### src/nand_host_pkg.sv
// Shared constants for the NAND flash host controller: timing, register map,
// register fields and the NAND command codes that the sequencer watches.
// Assumes a 200 MHz mclk; every cycle count below is derived from a time in ns.
package nand_host_pkg;

  // Clock rate and strobe timing; least times round up to whole cycles.
  localparam int CLK_MHZ = 200;
  localparam int T_SETUP_NS = 15;
  localparam int T_STROBE_LO_NS = 15;
  localparam int T_STROBE_HI_NS = 15;
  localparam int T_ADL_NS = 100;
  localparam int SETUP_CYC = (T_SETUP_NS * CLK_MHZ + 999) / 1000;
  localparam int LO_CYC = (T_STROBE_LO_NS * CLK_MHZ + 999) / 1000;
  localparam int HI_CYC = (T_STROBE_HI_NS * CLK_MHZ + 999) / 1000;
  localparam int ADL_CYC = (T_ADL_NS * CLK_MHZ + 999) / 1000;

  // Register byte offsets on the APB side.
  localparam logic [7:0] OFS_OP = 8'h00;
  localparam logic [7:0] OFS_STAT = 8'h04;
  localparam logic [7:0] OFS_DATA = 8'h08;
  localparam logic [7:0] OFS_CFG = 8'h0C;
  localparam logic [7:0] OFS_ID = 8'h10;
  localparam logic [7:0] OFS_COL = 8'h14;

  // Operation register fields and kinds of bus cycle.
  localparam int OP_KIND_LSB = 8;
  localparam int OP_CNT_LSB = 16;
  localparam int CNT_W = 14;
  localparam logic [1:0] KIND_CMD = 2'h0;
  localparam logic [1:0] KIND_ADDR = 2'h1;
  localparam logic [1:0] KIND_DIN = 2'h2;
  localparam logic [1:0] KIND_DOUT = 2'h3;

  // Status, configuration and data register bits.
  localparam int ST_ERR_BIT = 4;
  localparam int DATA_VALID_BIT = 8;
  localparam logic [2:0] CFG_RESET = 3'h1;

  // Command codes that the sequencer tracks.
  localparam logic [7:0] CMD_READ = 8'h00;
  localparam logic [7:0] CMD_RAND_OUT = 8'h05;
  localparam logic [7:0] CMD_READ_CONF = 8'h30;
  localparam logic [7:0] CMD_CACHE_NEXT = 8'h31;
  localparam logic [7:0] CMD_MP_CONF = 8'h33;
  localparam logic [7:0] CMD_CACHE_END = 8'h3F;
  localparam logic [7:0] CMD_MP_SETUP = 8'h60;
  localparam logic [7:0] CMD_STATUS = 8'h70;
  localparam logic [7:0] CMD_MP_STATUS = 8'h78;
  localparam logic [7:0] CMD_ID = 8'h90;
  localparam logic [7:0] CMD_RAND_CONF = 8'hE0;
  localparam logic [7:0] CMD_RESET = 8'hFF;
  localparam logic [7:0] ID_ADDR = 8'h00;

  // Page geometry and identifier byte positions (0-based read index).
  localparam logic [13:0] PAGE_BYTES = 14'h21C0;
  localparam logic [7:0] LAST_PAGE = 8'hFF;
  localparam logic [2:0] ID_IDX_5TH = 3'h4;
  localparam logic [2:0] ID_IDX_6TH = 3'h5;

endpackage

### src/byte_fifo.sv
// Synchronous FIFO with valid/ready on both sides and an occupancy count.
// Assumes one clock and a synchronous active-low reset.
`timescale 1ns/10ps
module byte_fifo #(
  parameter int WIDTH = 8,
  parameter int DEPTH = 16
) (
  input wire logic mclk,
  input wire logic rst_n,
  input wire logic in_valid,
  output logic in_ready,
  input wire logic [WIDTH-1:0] in_data,
  output logic out_valid,
  input wire logic out_ready,
  output logic [WIDTH-1:0] out_data,
  output logic [$clog2(DEPTH):0] level
);
  localparam int AW = $clog2(DEPTH);
  logic [WIDTH-1:0] mem [DEPTH];
  logic [AW:0] wr_q, rd_q;
  logic push, pop;

  // Pointers carry one extra bit so that full and empty are told apart.
  assign level = wr_q - rd_q;
  assign in_ready = (level != (AW+1)'(DEPTH));
  assign out_valid = (wr_q != rd_q);
  assign out_data = mem[rd_q[AW-1:0]];
  assign push = in_valid && in_ready;
  assign pop = out_valid && out_ready;

  // Storage is written only on an accepted push.
  always_ff @(posedge mclk) begin
    if (push) begin
      mem[wr_q[AW-1:0]] <= in_data;
    end
  end

  // Pointer update.
  always_ff @(posedge mclk) begin
    if (!rst_n) begin
      wr_q <= '0;
      rd_q <= '0;
    end else begin
      if (push) begin
        wr_q <= wr_q + 1'b1;
      end
      if (pop) begin
        rd_q <= rd_q + 1'b1;
      end
    end
  end
endmodule

### src/id_decode.sv
// Decodes the fifth and sixth identifier bytes into plain fields.
// Purely combinational; the caller registers whatever it presents.
`timescale 1ns/10ps
module id_decode (
  input wire logic [7:0] byte5,
  input wire logic [7:0] byte6,
  output logic [3:0] planes,
  output logic [4:0] ecc_bits,
  output logic [11:0] ecc_sector,
  output logic ecc_rsvd,
  output logic [1:0] node,
  output logic node_rsvd,
  output logic edo,
  output logic ddr,
  output logic pad_ok
);
  // Plane count is a power of two in bits 3:2.
  always_comb begin
    planes = 4'h1 << byte5[3:2];
    ecc_rsvd = 1'b0;
    ecc_sector = 12'h200;
    ecc_bits = 5'h18;
    case (byte5[6:4])
      3'h0, 3'h1, 3'h2, 3'h3, 3'h4: ecc_bits = 5'h01 << byte5[6:4];
      3'h5: ecc_sector = 12'h800;
      3'h6: ecc_sector = 12'h400;
      default: begin
        ecc_bits = 5'h00;
        ecc_rsvd = 1'b1;
      end
    endcase
  end

  // Technology, EDO and interface from the sixth byte; reserved bits must be zero.
  assign node = byte6[1:0];
  assign node_rsvd = byte6[2] || (byte6[1:0] == 2'h3);
  assign edo = byte6[6];
  assign ddr = byte6[7];
  assign pad_ok = !byte5[7] && (byte5[1:0] == 2'h0) && (byte6[5:3] == 3'h0);
endmodule

### src/nand_host.sv
// NAND flash host controller: APB register slave, bus-cycle sequencer for the
// NAND strobes and I/O bus, read-data FIFO, and command sequence checking.
// Assumes the NAND pins are synchronous to mclk; the bench takes io_in straight from the die model, which has no io_oe input.
// Summary of operation
// - Command byte latched at WE rise with CLE high, CE and ALE low, not busy; the sequencer also issues FFh, 70h and 78h while busy.
// - Data byte latched at WE rise with CLE, CE and ALE low, not busy.
// - During reads hold CLE low, WE high, ALE low, WP high; toggle RE.
// - Random data output column changes stay inside the current page.
// - Multi-plane and cache reads use identical page addresses on both planes.
// - Multi-plane random data out only after a multi-plane read loaded both planes.
// - Multi-plane reads only on pages written by a multi-plane program.
// - All pages of one cache read stay in the same block.
// - Close multi-plane cache reads with the end command, else reset first.
// - Keep a minimum gap between last address WE rise and first data WE rise.
// - Identifier readout is 90h, address 00h, then six read strobes.
// - 31h continues a cache read, 3Fh ends it without a further page.
`timescale 1ns/10ps
module nand_host #(
  parameter int FIFO_DEPTH = 16
) (
  input wire logic mclk,
  input wire logic rst_n,
  input wire logic [7:0] paddr,
  input wire logic psel,
  input wire logic penable,
  input wire logic pwrite,
  input wire logic [31:0] pwdata,
  output logic [31:0] prdata,
  output logic pready,
  output logic pslverr,
  output logic ce_n,
  output logic cle,
  output logic ale,
  output logic we_n,
  output logic re_n,
  output logic wp_n,
  output logic [7:0] io_out,
  output logic io_oe,
  input wire logic [7:0] io_in,
  input wire logic busy_n
);
  typedef enum logic [2:0] {S_IDLE, S_WAIT, S_SETUP, S_LOW, S_HIGH} state_t;
  localparam int LW = $clog2(FIFO_DEPTH) + 1;

  state_t state_q;
  logic [7:0] cnt_q, adl_q, op_byte_q, last_cmd_q, page_q;
  logic [1:0] op_kind_q, mp_cnt_q;
  logic [nand_host_pkg::CNT_W-1:0] op_cnt_q;
  logic [2:0] cfg_q, addr_cnt_q, id_idx_q;
  logic [13:0] col_q, col_new_q;
  logic [2:0][7:0] row_a_q, row_b_q;
  logic [7:0] id5_q, id6_q;
  logic cache_q, mp_loaded_q, id_mode_q, id_valid_q, err_q;
  logic push_q;
  logic [7:0] push_data_q;
  logic fifo_in_ready, fifo_out_valid;
  logic [7:0] fifo_out_data;
  logic [LW-1:0] fifo_level;
  logic [3:0] id_planes;
  logic [4:0] id_ecc_bits;
  logic [11:0] id_ecc_sector;
  logic [1:0] id_node;
  logic id_ecc_rsvd, id_node_rsvd, id_edo, id_ddr, id_pad_ok;
  logic access, wr_commit, rd_commit, op_commit, launch, refuse, exempt, go;
  logic [7:0] wbyte;
  logic [1:0] wkind;
  logic [31:0] rdata_d;

  // Commands the device accepts while busy.
  function automatic logic busy_ok(input logic [7:0] c);
    busy_ok = (c == nand_host_pkg::CMD_RESET) || (c == nand_host_pkg::CMD_STATUS) ||
              (c == nand_host_pkg::CMD_MP_STATUS);
  endfunction

  // APB phases: one wait state, the write or pop happens on the pready edge.
  assign access = psel && penable;
  assign wr_commit = access && pready && pwrite;
  assign rd_commit = access && pready && !pwrite && (paddr == nand_host_pkg::OFS_DATA);
  assign op_commit = wr_commit && (paddr == nand_host_pkg::OFS_OP);
  assign wbyte = pwdata[7:0];
  assign wkind = pwdata[nand_host_pkg::OP_KIND_LSB +: 2];
  assign launch = op_commit && (state_q == S_IDLE) && !refuse;

  // Sequence checks made when software posts a cycle; a refused cycle never reaches the pins.
  always_comb begin
    refuse = 1'b0;
    if (wkind == nand_host_pkg::KIND_CMD) begin
      case (wbyte)
        nand_host_pkg::CMD_MP_SETUP: refuse = !cfg_q[1];
        nand_host_pkg::CMD_READ_CONF, nand_host_pkg::CMD_MP_CONF:
          refuse = (mp_cnt_q == 2'h2) && (row_a_q != row_b_q);
        nand_host_pkg::CMD_RAND_OUT:
          refuse = (last_cmd_q == nand_host_pkg::CMD_READ) && (addr_cnt_q == 3'h5) &&
                   !mp_loaded_q;
        nand_host_pkg::CMD_RAND_CONF: refuse = (col_new_q >= nand_host_pkg::PAGE_BYTES);
        nand_host_pkg::CMD_CACHE_NEXT: refuse = (page_q == nand_host_pkg::LAST_PAGE);
        default: refuse = 1'b0;
      endcase
      // Inside a cache read only the cache, status, read and reset commands may pass.
      if (cache_q && !(busy_ok(wbyte) || wbyte == nand_host_pkg::CMD_CACHE_NEXT ||
          wbyte == nand_host_pkg::CMD_CACHE_END || wbyte == nand_host_pkg::CMD_READ)) begin
        refuse = 1'b1;
      end
    end else if (wkind == nand_host_pkg::KIND_ADDR) begin
      if (last_cmd_q == nand_host_pkg::CMD_RAND_OUT && addr_cnt_q >= 3'h2) begin
        refuse = 1'b1;
      end
      if (last_cmd_q == nand_host_pkg::CMD_MP_SETUP && addr_cnt_q >= 3'h3) begin
        refuse = 1'b1;
      end
    end
  end

  // A cycle starts once the device is ready (exempt commands and status reads need not wait), data-in after the address gap, data-out with FIFO room.
  assign exempt = (op_kind_q == nand_host_pkg::KIND_CMD && busy_ok(op_byte_q)) ||
                  (op_kind_q == nand_host_pkg::KIND_DOUT &&
                   (last_cmd_q == nand_host_pkg::CMD_STATUS ||
                    last_cmd_q == nand_host_pkg::CMD_MP_STATUS));
  assign go = (busy_n || exempt) &&
              !(op_kind_q == nand_host_pkg::KIND_DIN && adl_q != 8'h00) &&
              !(op_kind_q == nand_host_pkg::KIND_DOUT && !fifo_in_ready);

  // Configuration register: bit 0 WP# level, bit 1 multi-plane programmed, bit 2 hold CE#.
  always_ff @(posedge mclk) begin
    if (!rst_n) begin
      cfg_q <= nand_host_pkg::CFG_RESET;
    end else if (wr_commit && paddr == nand_host_pkg::OFS_CFG) begin
      cfg_q <= pwdata[2:0];
    end
  end

  // Sticky refusal flag; a new refusal wins over a write-one clear in the same cycle.
  always_ff @(posedge mclk) begin
    if (!rst_n) begin
      err_q <= 1'b0;
    end else if (op_commit && (state_q != S_IDLE || refuse)) begin
      err_q <= 1'b1;
    end else if (wr_commit && paddr == nand_host_pkg::OFS_STAT &&
                 pwdata[nand_host_pkg::ST_ERR_BIT]) begin
      err_q <= 1'b0;
    end
  end

  // Bus-cycle sequencer; every NAND pin is a flop so no glitch reaches the device.
  always_ff @(posedge mclk) begin
    if (!rst_n) begin
      state_q <= S_IDLE;
      cnt_q <= 8'h00;
      op_kind_q <= nand_host_pkg::KIND_CMD;
      op_byte_q <= 8'h00;
      op_cnt_q <= '0;
      ce_n <= 1'b1;
      cle <= 1'b0;
      ale <= 1'b0;
      we_n <= 1'b1;
      re_n <= 1'b1;
      wp_n <= 1'b1;
      io_out <= 8'h00;
      io_oe <= 1'b0;
      push_q <= 1'b0;
      push_data_q <= 8'h00;
    end else begin
      push_q <= 1'b0;
      case (state_q)
        S_IDLE: begin
          wp_n <= cfg_q[0];
          if (launch) begin
            op_kind_q <= wkind;
            op_byte_q <= wbyte;
            op_cnt_q <= pwdata[nand_host_pkg::OP_CNT_LSB +: nand_host_pkg::CNT_W];
            state_q <= S_WAIT;
          end
        end
        // Setup: control levels and write data settle before any strobe falls.
        S_WAIT: begin
          if (go) begin
            ce_n <= 1'b0;
            cle <= (op_kind_q == nand_host_pkg::KIND_CMD);
            ale <= (op_kind_q == nand_host_pkg::KIND_ADDR);
            io_out <= op_byte_q;
            io_oe <= (op_kind_q != nand_host_pkg::KIND_DOUT);
            if (op_kind_q == nand_host_pkg::KIND_DOUT) begin
              wp_n <= 1'b1;
            end
            cnt_q <= 8'(nand_host_pkg::SETUP_CYC);
            state_q <= S_SETUP;
          end
        end
        S_SETUP: begin
          if (cnt_q <= 8'h01) begin
            if (op_kind_q == nand_host_pkg::KIND_DOUT) begin
              re_n <= 1'b0;
            end else begin
              we_n <= 1'b0;
            end
            cnt_q <= 8'(nand_host_pkg::LO_CYC);
            state_q <= S_LOW;
          end else begin
            cnt_q <= cnt_q - 8'h01;
          end
        end
        // End of the low phase: WE# rise latches, or read data is taken before RE# rises.
        S_LOW: begin
          if (cnt_q <= 8'h01) begin
            we_n <= 1'b1;
            re_n <= 1'b1;
            if (op_kind_q == nand_host_pkg::KIND_DOUT) begin
              push_q <= 1'b1;
              push_data_q <= io_in;
            end
            cnt_q <= 8'(nand_host_pkg::HI_CYC);
            state_q <= S_HIGH;
          end else begin
            cnt_q <= cnt_q - 8'h01;
          end
        end
        // High phase doubles as hold time; reads loop until the count is spent.
        S_HIGH: begin
          if (cnt_q > 8'h01) begin
            cnt_q <= cnt_q - 8'h01;
          end else if (op_kind_q == nand_host_pkg::KIND_DOUT && op_cnt_q > 1) begin
            op_cnt_q <= op_cnt_q - 1'b1;
            state_q <= S_WAIT;
          end else begin
            cle <= 1'b0;
            ale <= 1'b0;
            io_oe <= 1'b0;
            ce_n <= !cfg_q[2];
            state_q <= S_IDLE;
          end
        end
        default: state_q <= S_IDLE;
      endcase
    end
  end

  // Address-to-data gap counter, restarted at every address WE# rise.
  always_ff @(posedge mclk) begin
    if (!rst_n) begin
      adl_q <= 8'h00;
    end else if (state_q == S_LOW && cnt_q <= 8'h01 && op_kind_q == nand_host_pkg::KIND_ADDR) begin
      adl_q <= 8'(nand_host_pkg::ADL_CYC);
    end else if (adl_q != 8'h00) begin
      adl_q <= adl_q - 8'h01;
    end
  end

  // Command-sequence tracking, updated as each command or address cycle is posted.
  always_ff @(posedge mclk) begin
    if (!rst_n) begin
      last_cmd_q <= nand_host_pkg::CMD_RESET;
      addr_cnt_q <= 3'h0;
      mp_cnt_q <= 2'h0;
      mp_loaded_q <= 1'b0;
      cache_q <= 1'b0;
      id_mode_q <= 1'b0;
      page_q <= 8'h00;
      col_new_q <= 14'h0000;
      row_a_q <= '0;
      row_b_q <= '0;
    end else if (launch && wkind == nand_host_pkg::KIND_CMD) begin
      last_cmd_q <= wbyte;
      addr_cnt_q <= 3'h0;
      id_mode_q <= (wbyte == nand_host_pkg::CMD_ID);
      case (wbyte)
        nand_host_pkg::CMD_RESET: begin
          cache_q <= 1'b0;
          mp_loaded_q <= 1'b0;
          mp_cnt_q <= 2'h0;
        end
        nand_host_pkg::CMD_MP_SETUP: mp_cnt_q <= (mp_cnt_q == 2'h2) ? 2'h1 : mp_cnt_q + 2'h1;
        nand_host_pkg::CMD_READ_CONF, nand_host_pkg::CMD_MP_CONF: begin
          mp_loaded_q <= (mp_cnt_q == 2'h2);
          mp_cnt_q <= 2'h0;
        end
        nand_host_pkg::CMD_CACHE_NEXT: begin
          cache_q <= 1'b1;
          page_q <= page_q + 8'h01;
        end
        nand_host_pkg::CMD_CACHE_END: cache_q <= 1'b0;
        default: cache_q <= cache_q;
      endcase
    end else if (launch && wkind == nand_host_pkg::KIND_ADDR) begin
      addr_cnt_q <= addr_cnt_q + 3'h1;
      if (last_cmd_q == nand_host_pkg::CMD_MP_SETUP) begin
        if (mp_cnt_q == 2'h1) begin
          row_a_q[addr_cnt_q[1:0]] <= wbyte;
        end else begin
          row_b_q[addr_cnt_q[1:0]] <= wbyte;
        end
      end else if (addr_cnt_q == 3'h0) begin
        col_new_q[7:0] <= wbyte;
      end else if (addr_cnt_q == 3'h1) begin
        col_new_q[13:8] <= wbyte[5:0];
      end else if (addr_cnt_q == 3'h2) begin
        page_q <= wbyte;
      end
    end
  end

  // Column pointer mirror: loaded at confirm, zeroed by cache commands, stepped per RE#.
  always_ff @(posedge mclk) begin
    if (!rst_n) begin
      col_q <= 14'h0000;
    end else if (launch && wkind == nand_host_pkg::KIND_CMD &&
                 (wbyte == nand_host_pkg::CMD_CACHE_NEXT ||
                  wbyte == nand_host_pkg::CMD_CACHE_END)) begin
      col_q <= 14'h0000;
    end else if (launch && wkind == nand_host_pkg::KIND_CMD &&
                 (wbyte == nand_host_pkg::CMD_READ_CONF ||
                  wbyte == nand_host_pkg::CMD_RAND_CONF)) begin
      col_q <= col_new_q;
    end else if (push_q && !id_mode_q) begin
      col_q <= col_q + 14'h0001;
    end
  end

  // Identifier capture: count reads after 90h/00h and keep the fifth and sixth bytes.
  always_ff @(posedge mclk) begin
    if (!rst_n) begin
      id_idx_q <= 3'h0;
      id5_q <= 8'h00;
      id6_q <= 8'h00;
      id_valid_q <= 1'b0;
    end else if (launch && wkind == nand_host_pkg::KIND_ADDR && id_mode_q) begin
      id_idx_q <= 3'h0;
      id_valid_q <= 1'b0;
      if (wbyte != nand_host_pkg::ID_ADDR) begin
        id_idx_q <= 3'h7;
      end
    end else if (push_q && id_mode_q && id_idx_q != 3'h7) begin
      id_idx_q <= id_idx_q + 3'h1;
      if (id_idx_q == nand_host_pkg::ID_IDX_5TH) begin
        id5_q <= push_data_q;
      end
      if (id_idx_q == nand_host_pkg::ID_IDX_6TH) begin
        id6_q <= push_data_q;
        id_valid_q <= 1'b1;
      end
    end
  end

  byte_fifo #(.WIDTH(8), .DEPTH(FIFO_DEPTH)) u_fifo (
    .mclk(mclk),
    .rst_n(rst_n),
    .in_valid(push_q),
    .in_ready(fifo_in_ready),
    .in_data(push_data_q),
    .out_valid(fifo_out_valid),
    .out_ready(rd_commit),
    .out_data(fifo_out_data),
    .level(fifo_level)
  );

  id_decode u_id (
    .byte5(id5_q),
    .byte6(id6_q),
    .planes(id_planes),
    .ecc_bits(id_ecc_bits),
    .ecc_sector(id_ecc_sector),
    .ecc_rsvd(id_ecc_rsvd),
    .node(id_node),
    .node_rsvd(id_node_rsvd),
    .edo(id_edo),
    .ddr(id_ddr),
    .pad_ok(id_pad_ok)
  );

  // Read data mux; unmapped offsets read zero and answer with an error.
  always_comb begin
    rdata_d = 32'h0000_0000;
    case (paddr)
      nand_host_pkg::OFS_OP: rdata_d = {2'h0, op_cnt_q, 6'h00, op_kind_q, op_byte_q};
      nand_host_pkg::OFS_STAT: rdata_d = {16'h0000, 5'h00, id_valid_q, LW'(fifo_level),
                                          err_q, mp_loaded_q, cache_q, busy_n,
                                          (state_q != S_IDLE)} & 32'h0000_FFFF;
      nand_host_pkg::OFS_DATA: rdata_d = {23'h000000, fifo_out_valid, fifo_out_data};
      nand_host_pkg::OFS_CFG: rdata_d = {29'h00000000, cfg_q};
      nand_host_pkg::OFS_ID: rdata_d = {3'h0, id_valid_q, id_pad_ok, id_ddr, id_edo,
                                        id_node_rsvd, id_node, id_ecc_sector, id_ecc_rsvd,
                                        id_ecc_bits, id_planes};
      nand_host_pkg::OFS_COL: rdata_d = {18'h00000, col_q};
      default: rdata_d = 32'h0000_0000;
    endcase
  end

  // APB answer flops: pready rises one cycle into the access phase and lasts one cycle.
  always_ff @(posedge mclk) begin
    if (!rst_n) begin
      pready <= 1'b0;
      pslverr <= 1'b0;
      prdata <= 32'h0000_0000;
    end else if (access && !pready) begin
      pready <= 1'b1;
      prdata <= pwrite ? 32'h0000_0000 : rdata_d;
      pslverr <= (paddr > nand_host_pkg::OFS_COL) || (paddr[1:0] != 2'h0);
    end else begin
      pready <= 1'b0;
      pslverr <= 1'b0;
    end
  end
endmodule

### config.mk
export PLATFORM = sky130hd
export DESIGN_NAME = nand_host
export DESIGN_NICKNAME = d
export VERILOG_FILES = /design/src/nand_host_pkg.sv /design/src/byte_fifo.sv /design/src/id_decode.sv /design/src/nand_host.sv
export SDC_FILE = /design/constraint.sdc
export NUM_CORES = 1
export LEC_CHECK = 0
export BUFFER_PORTS_ARGS = -buffer_cell sky130_fd_sc_hd__buf_2
export CAP_MARGIN = 0
export CORE_MARGIN = 10
export CORE_UTILIZATION = 44
export CTS_CLUSTER_SIZE = 40
export DETAILED_ROUTE_END_ITERATION = 12
export PLACE_DENSITY_LB_ADDON = 0.3
export SYNTH_ARGS = -nofsm -noshare
export SYNTH_HDL_FRONTEND = slang
export SYNTH_SLANG_ARGS = --single-unit
### constraint.sdc
create_clock -name mclk -period 3.1 [get_ports mclk]
set_clock_uncertainty 0.2 [all_clocks]
set_input_delay 0.31 -clock mclk [delete_from_list [all_inputs] [get_ports mclk]]
set_output_delay 0.31 -clock mclk [all_outputs]
set_load 0.05 [all_outputs]
======== Word level (Yosys, flattened, before mapping) ========
Memory sizes are Yosys's and may differ from the RTL's. A register that Yosys moved wholly into a read port is not among the register bits.
Cells that the tools add are included.
operators by class
  equal/unequal tests ..................... 66
  $add $sub $neg .......................... 11
  reduce and logical (&&, ||, !) cells .... 130
  divide/modulo/power cells ............... 0
  order comparisons ....................... 9
  muxes and demuxes ....................... 78
  bitwise gates (word level) .............. 6
  shift-type cells ........................ 2
  $mul .................................... 0
operators by type and width
  cell                                                  number
  case mux 30 bit (6 select lines)                      1
  two-way mux 8 bit                                     11
  two-way mux 14 bit                                    5
  equality test 8 x 7 -> 1 bit (second input constant)  8
  bitwise mux 24 bit                                    2
  logical AND 1 bit                                     41
  equality test 8 bit (second input constant)           5
  equality test 8 x 6 -> 1 bit (second input constant)  4
  two-way mux 32 bit                                    1
  inequality test 2 bit (second input constant)         15
  two-way mux 1 bit                                     28
  case mux 14 bit (2 select lines)                      1
  AND reduction 4 bit                                   7
  nonzero test 2 bit                                    14
  equality test 8 x 3 -> 1 bit (second input constant)  3
  logical NOT 8 bit                                     3
  two-way mux 3 bit                                     8
  inequality test 24 bit                                1
  case mux 12 bit (2 select lines)                      1
  case mux 8 bit (3 select lines)                       1
  equality test 3 bit (second input constant)           7
  case mux 1 bit (2 select lines)                       9
  AND reduction 3 bit                                   6
  demux 8 bit (select 2 bit)                            1
  49 further kinds                                      119
word-level totals
  output and inout port bits .............. 49
  latch bits .............................. 0
  bits of input ports ..................... 54
  register bits ........................... 235
  RAM bits ................................ 128
  memories kept ........................... 1
  memory bits (read-only) ................. 0
memory list
  name        words  width  read ports  clocked after memory_dff  write ports  RTL line         RTL
  u_fifo.mem  16     8      1           1                         1            byte_fifo.sv:19  logic [WIDTH-1:0] mem [DEPTH];

======== Logic depth before layout (Yosys ltp) ========
  depth in word-level cells ............... 16
  gate-level depth with buffers ........... 12

======== Hierarchy ========
Synthesis repeated with hierarchy kept, for this count alone.
second synthesis, totals
  cells, all modules ...................... 1567
  area, all modules ....................... 16721.0 um^2
modules (own cells, without submodules)
  module     sequential area each (um^2)  cells an instance  area each (um^2)  times used
  nand_host  4464.3                       1250               10750.3           1
  byte_fifo  4124.0                       282                5723.0            1
  id_decode  0.0                          35                 247.7             1

======== Least setup slack after synthesis ========
Ideal clock, no wire load.
  path kind ............................... reg-to-reg
  start ................................... register u_fifo.wr_q[0]
  end ..................................... memory u_fifo.mem[3][0], enable pin
  data required time ...................... 2.517 ns
  buffers on the path ..................... 0
  arrival ................................. 2.591 ns
  path slack .............................. -0.074 ns
  cell stages (with the launch flop) ...... 11
  setup time .............................. 0.383 ns
  period minus slack after synthesis ...... 3.174 ns
  cell sequence ........................... dfxtp_1 -> inv_1 -> ha_1 -> inv_1 -> fa_1 -> nand3_1 -> and3_1 -> nor3_1 -> a21boi_1 -> nand2_1 -> nor3_1
between the ends
  cells in the longest elaborated chain, start to end .. 5
RTL lines
  what                                     RTL line         RTL
  from (decl)                              byte_fifo.sv:20  logic [AW:0] wr_q, rd_q;
  from (signal assigned)                   byte_fifo.sv:45  wr_q <= wr_q + 1'b1;
  subtractor 5 bit                         byte_fifo.sv:24  assign level = wr_q - rd_q;
  inequality test 5 bit                    byte_fifo.sv:25  assign in_ready = (level != (AW+1)'(DEPTH));
  logical AND 1 bit                        byte_fifo.sv:28  assign push = in_valid && in_ready;
  two-way mux 1 bit                        byte_fifo.sv:33  if (push) begin
  two-way mux 1 bit (implied by the code)  byte_fifo.sv:34  mem[wr_q[AW-1:0]] <= in_data;
  to (decl)                                byte_fifo.sv:19
Several ways; a longest one is shown, not always the timed one.

======== Final worst setup path ========
  start ................................... register u_fifo.rd_q[2]
  end ..................................... register u_fifo.wr_q[4]
between the ends
  cells in the longest elaborated chain, start to end .. 3
RTL lines
  what                    RTL line         RTL
  from (decl)             byte_fifo.sv:20
  from (signal assigned)  byte_fifo.sv:48  rd_q <= rd_q + 1'b1;
  subtractor 5 bit        byte_fifo.sv:24
  inequality test 5 bit   byte_fifo.sv:25
  logical AND 1 bit       byte_fifo.sv:28
Every way passes these cells.
A chain may end at the register's enable or synchronous reset.

==> results.toml <==
[setup_path]
worstSetupPathType = "register to register"
slowest_stage = "nand2_1"
worstPathArrival_ns = 3.26
worst_path_largest_cell_delay_ns = 0.39
required_ns = 3.35
end_kind = "register"
crit_fanout = 6
start_kind = "register"
crit_top_cell = "buf_4"
path_cells = "inv_1 > ha_1 > buf_4 > xnor2_1 > nand3b_1 > nor3_4 > a21boi_2 > nand2_1 > buf_4 > or3_1 > a21oi_1"

[synthesis]
ys_seq_area_frac = 0.518
synth.most_common_cell = "dfxtp_1"
synthesis.area_um2 = 16500
synthDistinctLibCells = 94
yosysTopAreaCell = "dfxtp_1"
synth_cells = 1543
ys_seq_elements = 363
synth_top_area_frac = 0.285
async_flop_share = 0
synth_edf_count = 128
synth_area_leaders = "dfxtp_1, edfxtp_1, mux2i_1"
post_synth.cell_area_avg_um2 = 10.7
synthFlopType = "dfxtp_1"
yosys_warnings = 0
netlist_top_cells_count = "dfxtp_1, nor2_1, edfxtp_1, nand2_1, mux2i_1"

[cells_and_area]
stdcell_count = 2215
antenna_cells = 0
final_core_util = 0.539
drive_gt1_frac = 0.215
final_net_count = 1798
syn_to_final_growth_pct = 20.2
final.fill_count = 3150

[global_routing]
top_usage_layer = "met2"
grt_use_met1 = 0.250
grt_pass1_vias = 12200
grt_use_total = 0.187
antenna_found_initial = 0
overflow = 0
grt_pass1_wl_um = 68100
grt_max_degree = 68
use_met2 = 0.305
grtUsageMet3 = 0.0385

[pwr]
peakVddDrop_v = 0.000508
p_leak_nw = 8.03
power.density_nw_per_um2 = 516
total_power_mw = 10.2

[placement]
portBuffers = 90
gp_congestion = 0.867
place_inst = 2107
hpwl_um = 29800

[sta]
fin_tns_setup_ns = 0
timing_hold_violations_final = 0
slew-limit-headroom = 0.452
hold_ws_ns = 0.0278
worst_pin_slew_ns = 0.822
slew_violations = 0
setup_viol = 0
rsz0062_at_grt = "true"
fmax_ghz = 0.332
fin_crit_sh = 0.970
final.min_clock_period_ns = 3.01

[floorplan]
die_height_um = 214
rows = 70
core_um2 = 36800
die_area_um2 = 45600
initial_core_util = 0.448
dieWidth_um = 214
ios = 103

[worst_hold_path]
holdCritPathClass = "input pin to register"

[clock_network]
insertion_delay_ns = 0.55
cts.htree.levels = 2
cts_root_buffer = "clkbuf_16"
cts_tree = "done"
cts.sinks = 363
clockBufferDepth = 3
clkSlewWorstSetupHoldPaths_ns = 0.06
cts-buffers-inserted = 39

[route]
vias = 12600
first_iter_violations = 1054
wire_per_inst_um = 19.7
drcViolationCount = 0
drt_pass1_iterations = 5
post_drt_via_cell_ratio = 5.67
routed_wl_um = 43700
ant_nets = 0

[outcome]
outcome = "finished, final reports clean"

[run]
cap_viol_max_count = 0
## cell families after synthesis
family	synth area share
AND/OR/NAND/NOR	0.176
buffers and inverters	0.0322
multiplexers	0.120
adder cells (fa/ha/maj)	0.0209
AO/OA/AOI/OAI	0.102
flip-flops	0.518
other	0.000227
XOR/XNOR	0.0308
## state kept, by name (all words and copies together) (netlist names), 8 cells and up, named ones only
name         flops
id6_q            8
io_out           8
last_cmd_q       8
u_fifo.mem     128
push_data_q      8
id5_q            8
adl_q            8
cnt_q            8
op_cnt_q        14
page_q           8
op_byte_q        8
row_b_q         24
row_a_q         24
prdata          28
col_new_q       14
col_q           14
## timing repair
item	CTS	global route
setup buffers	5	1
pin swaps	3	6
resized for setup	22	24
endpoints found under the hold margin	33	0
cloned	0	1
hold buffers	30	0
setup endpoints to repair	117	124
## worst paths after layout
| path | start | endpoint | slack [ns] | depth (start not counted) |
|---|---|---|---|---|
| max | u_fifo.rd_q[2] | u_fifo.wr_q[4] | 0.09 | 11 |
| min | pwdata[22] | op_cnt_q[6] | 0.03 | 3 |
| max reg2reg | u_fifo.rd_q[2] | u_fifo.wr_q[4] | 0.09 | 11 |
| min reg2reg | prdata[18] | prdata[18] | 0.25 | 2 |
## cell usage in the layout (no fill, tap or decap), types with 19 or more instances in the layout
master,count
nor2_1,197
xor2_1,33
edfxtp_1,128
nor3_1,24
dlygate4sd3_1,30
dfxtp_1,232
nand3_1,57
a21oi_1,83
xnor2_1,25
mux4_2,40
buf_4,100
inv_1,27
nand2_1,122
mux2i_1,102
nor4_1,19
nand4_1,24
ha_1,25
buf_2,91
o21ai_0,21
clkbuf_16,41
## power breakdown
group	internal (mW)	total (mW)	switching [mW]	leakage (nW)
clock	2.81	4.71	1.90	0.643
combinational	0.219	0.528	0.309	4.30
sequential	4.94	4.99	0.0439	3.08
## area by class of cell
| type | instances | area [µm²] | share of cell area |
|---|---|---|---|
| multi-input combinational | 1053 | 7600 | 0.384 |
| tap | 468 | 586 | 0.0295 |
| clock buffer | 55 | 1130 | 0.0571 |
| clock inverter | 16 | 174 | 0.00877 |
| timing repair buffer | 229 | 1660 | 0.0836 |
| sequential | 363 | 8550 | 0.431 |
| inverter | 31 | 121 | 0.00612 |
## worst max-delay path: cells and delay by family, from the launching register on
family / cells / cell delay (ns)
XOR/XNOR: 1 / 0.14
buffers and inverters: 3 / 0.52
adder cells (fa/ha/maj): 1 / 0.36
AND/OR/NAND/NOR: 4 / 0.89
flip-flops: 1 / 0.36
AO/OA/AOI/OAI: 2 / 0.47
## routing by layer
layer	part of all wire	up-vias
met5	0	-
met4	0.021	0
met3	0.068	71
met2	0.48	360
met1	0.43	6134
li1	-	5991
## through the flow
step | area (µm²) | setup slack, ns
finish | 19800 | 0.0915
global route | 19800 | -0.00894
CTS | 19700 | 0.0548
detailed placement | 18000 | -0.217
global placement | 18000 | -0.134
floorplan | 16500 | -0.00542
No activity file was read; power rests on OpenSTA's default activity.
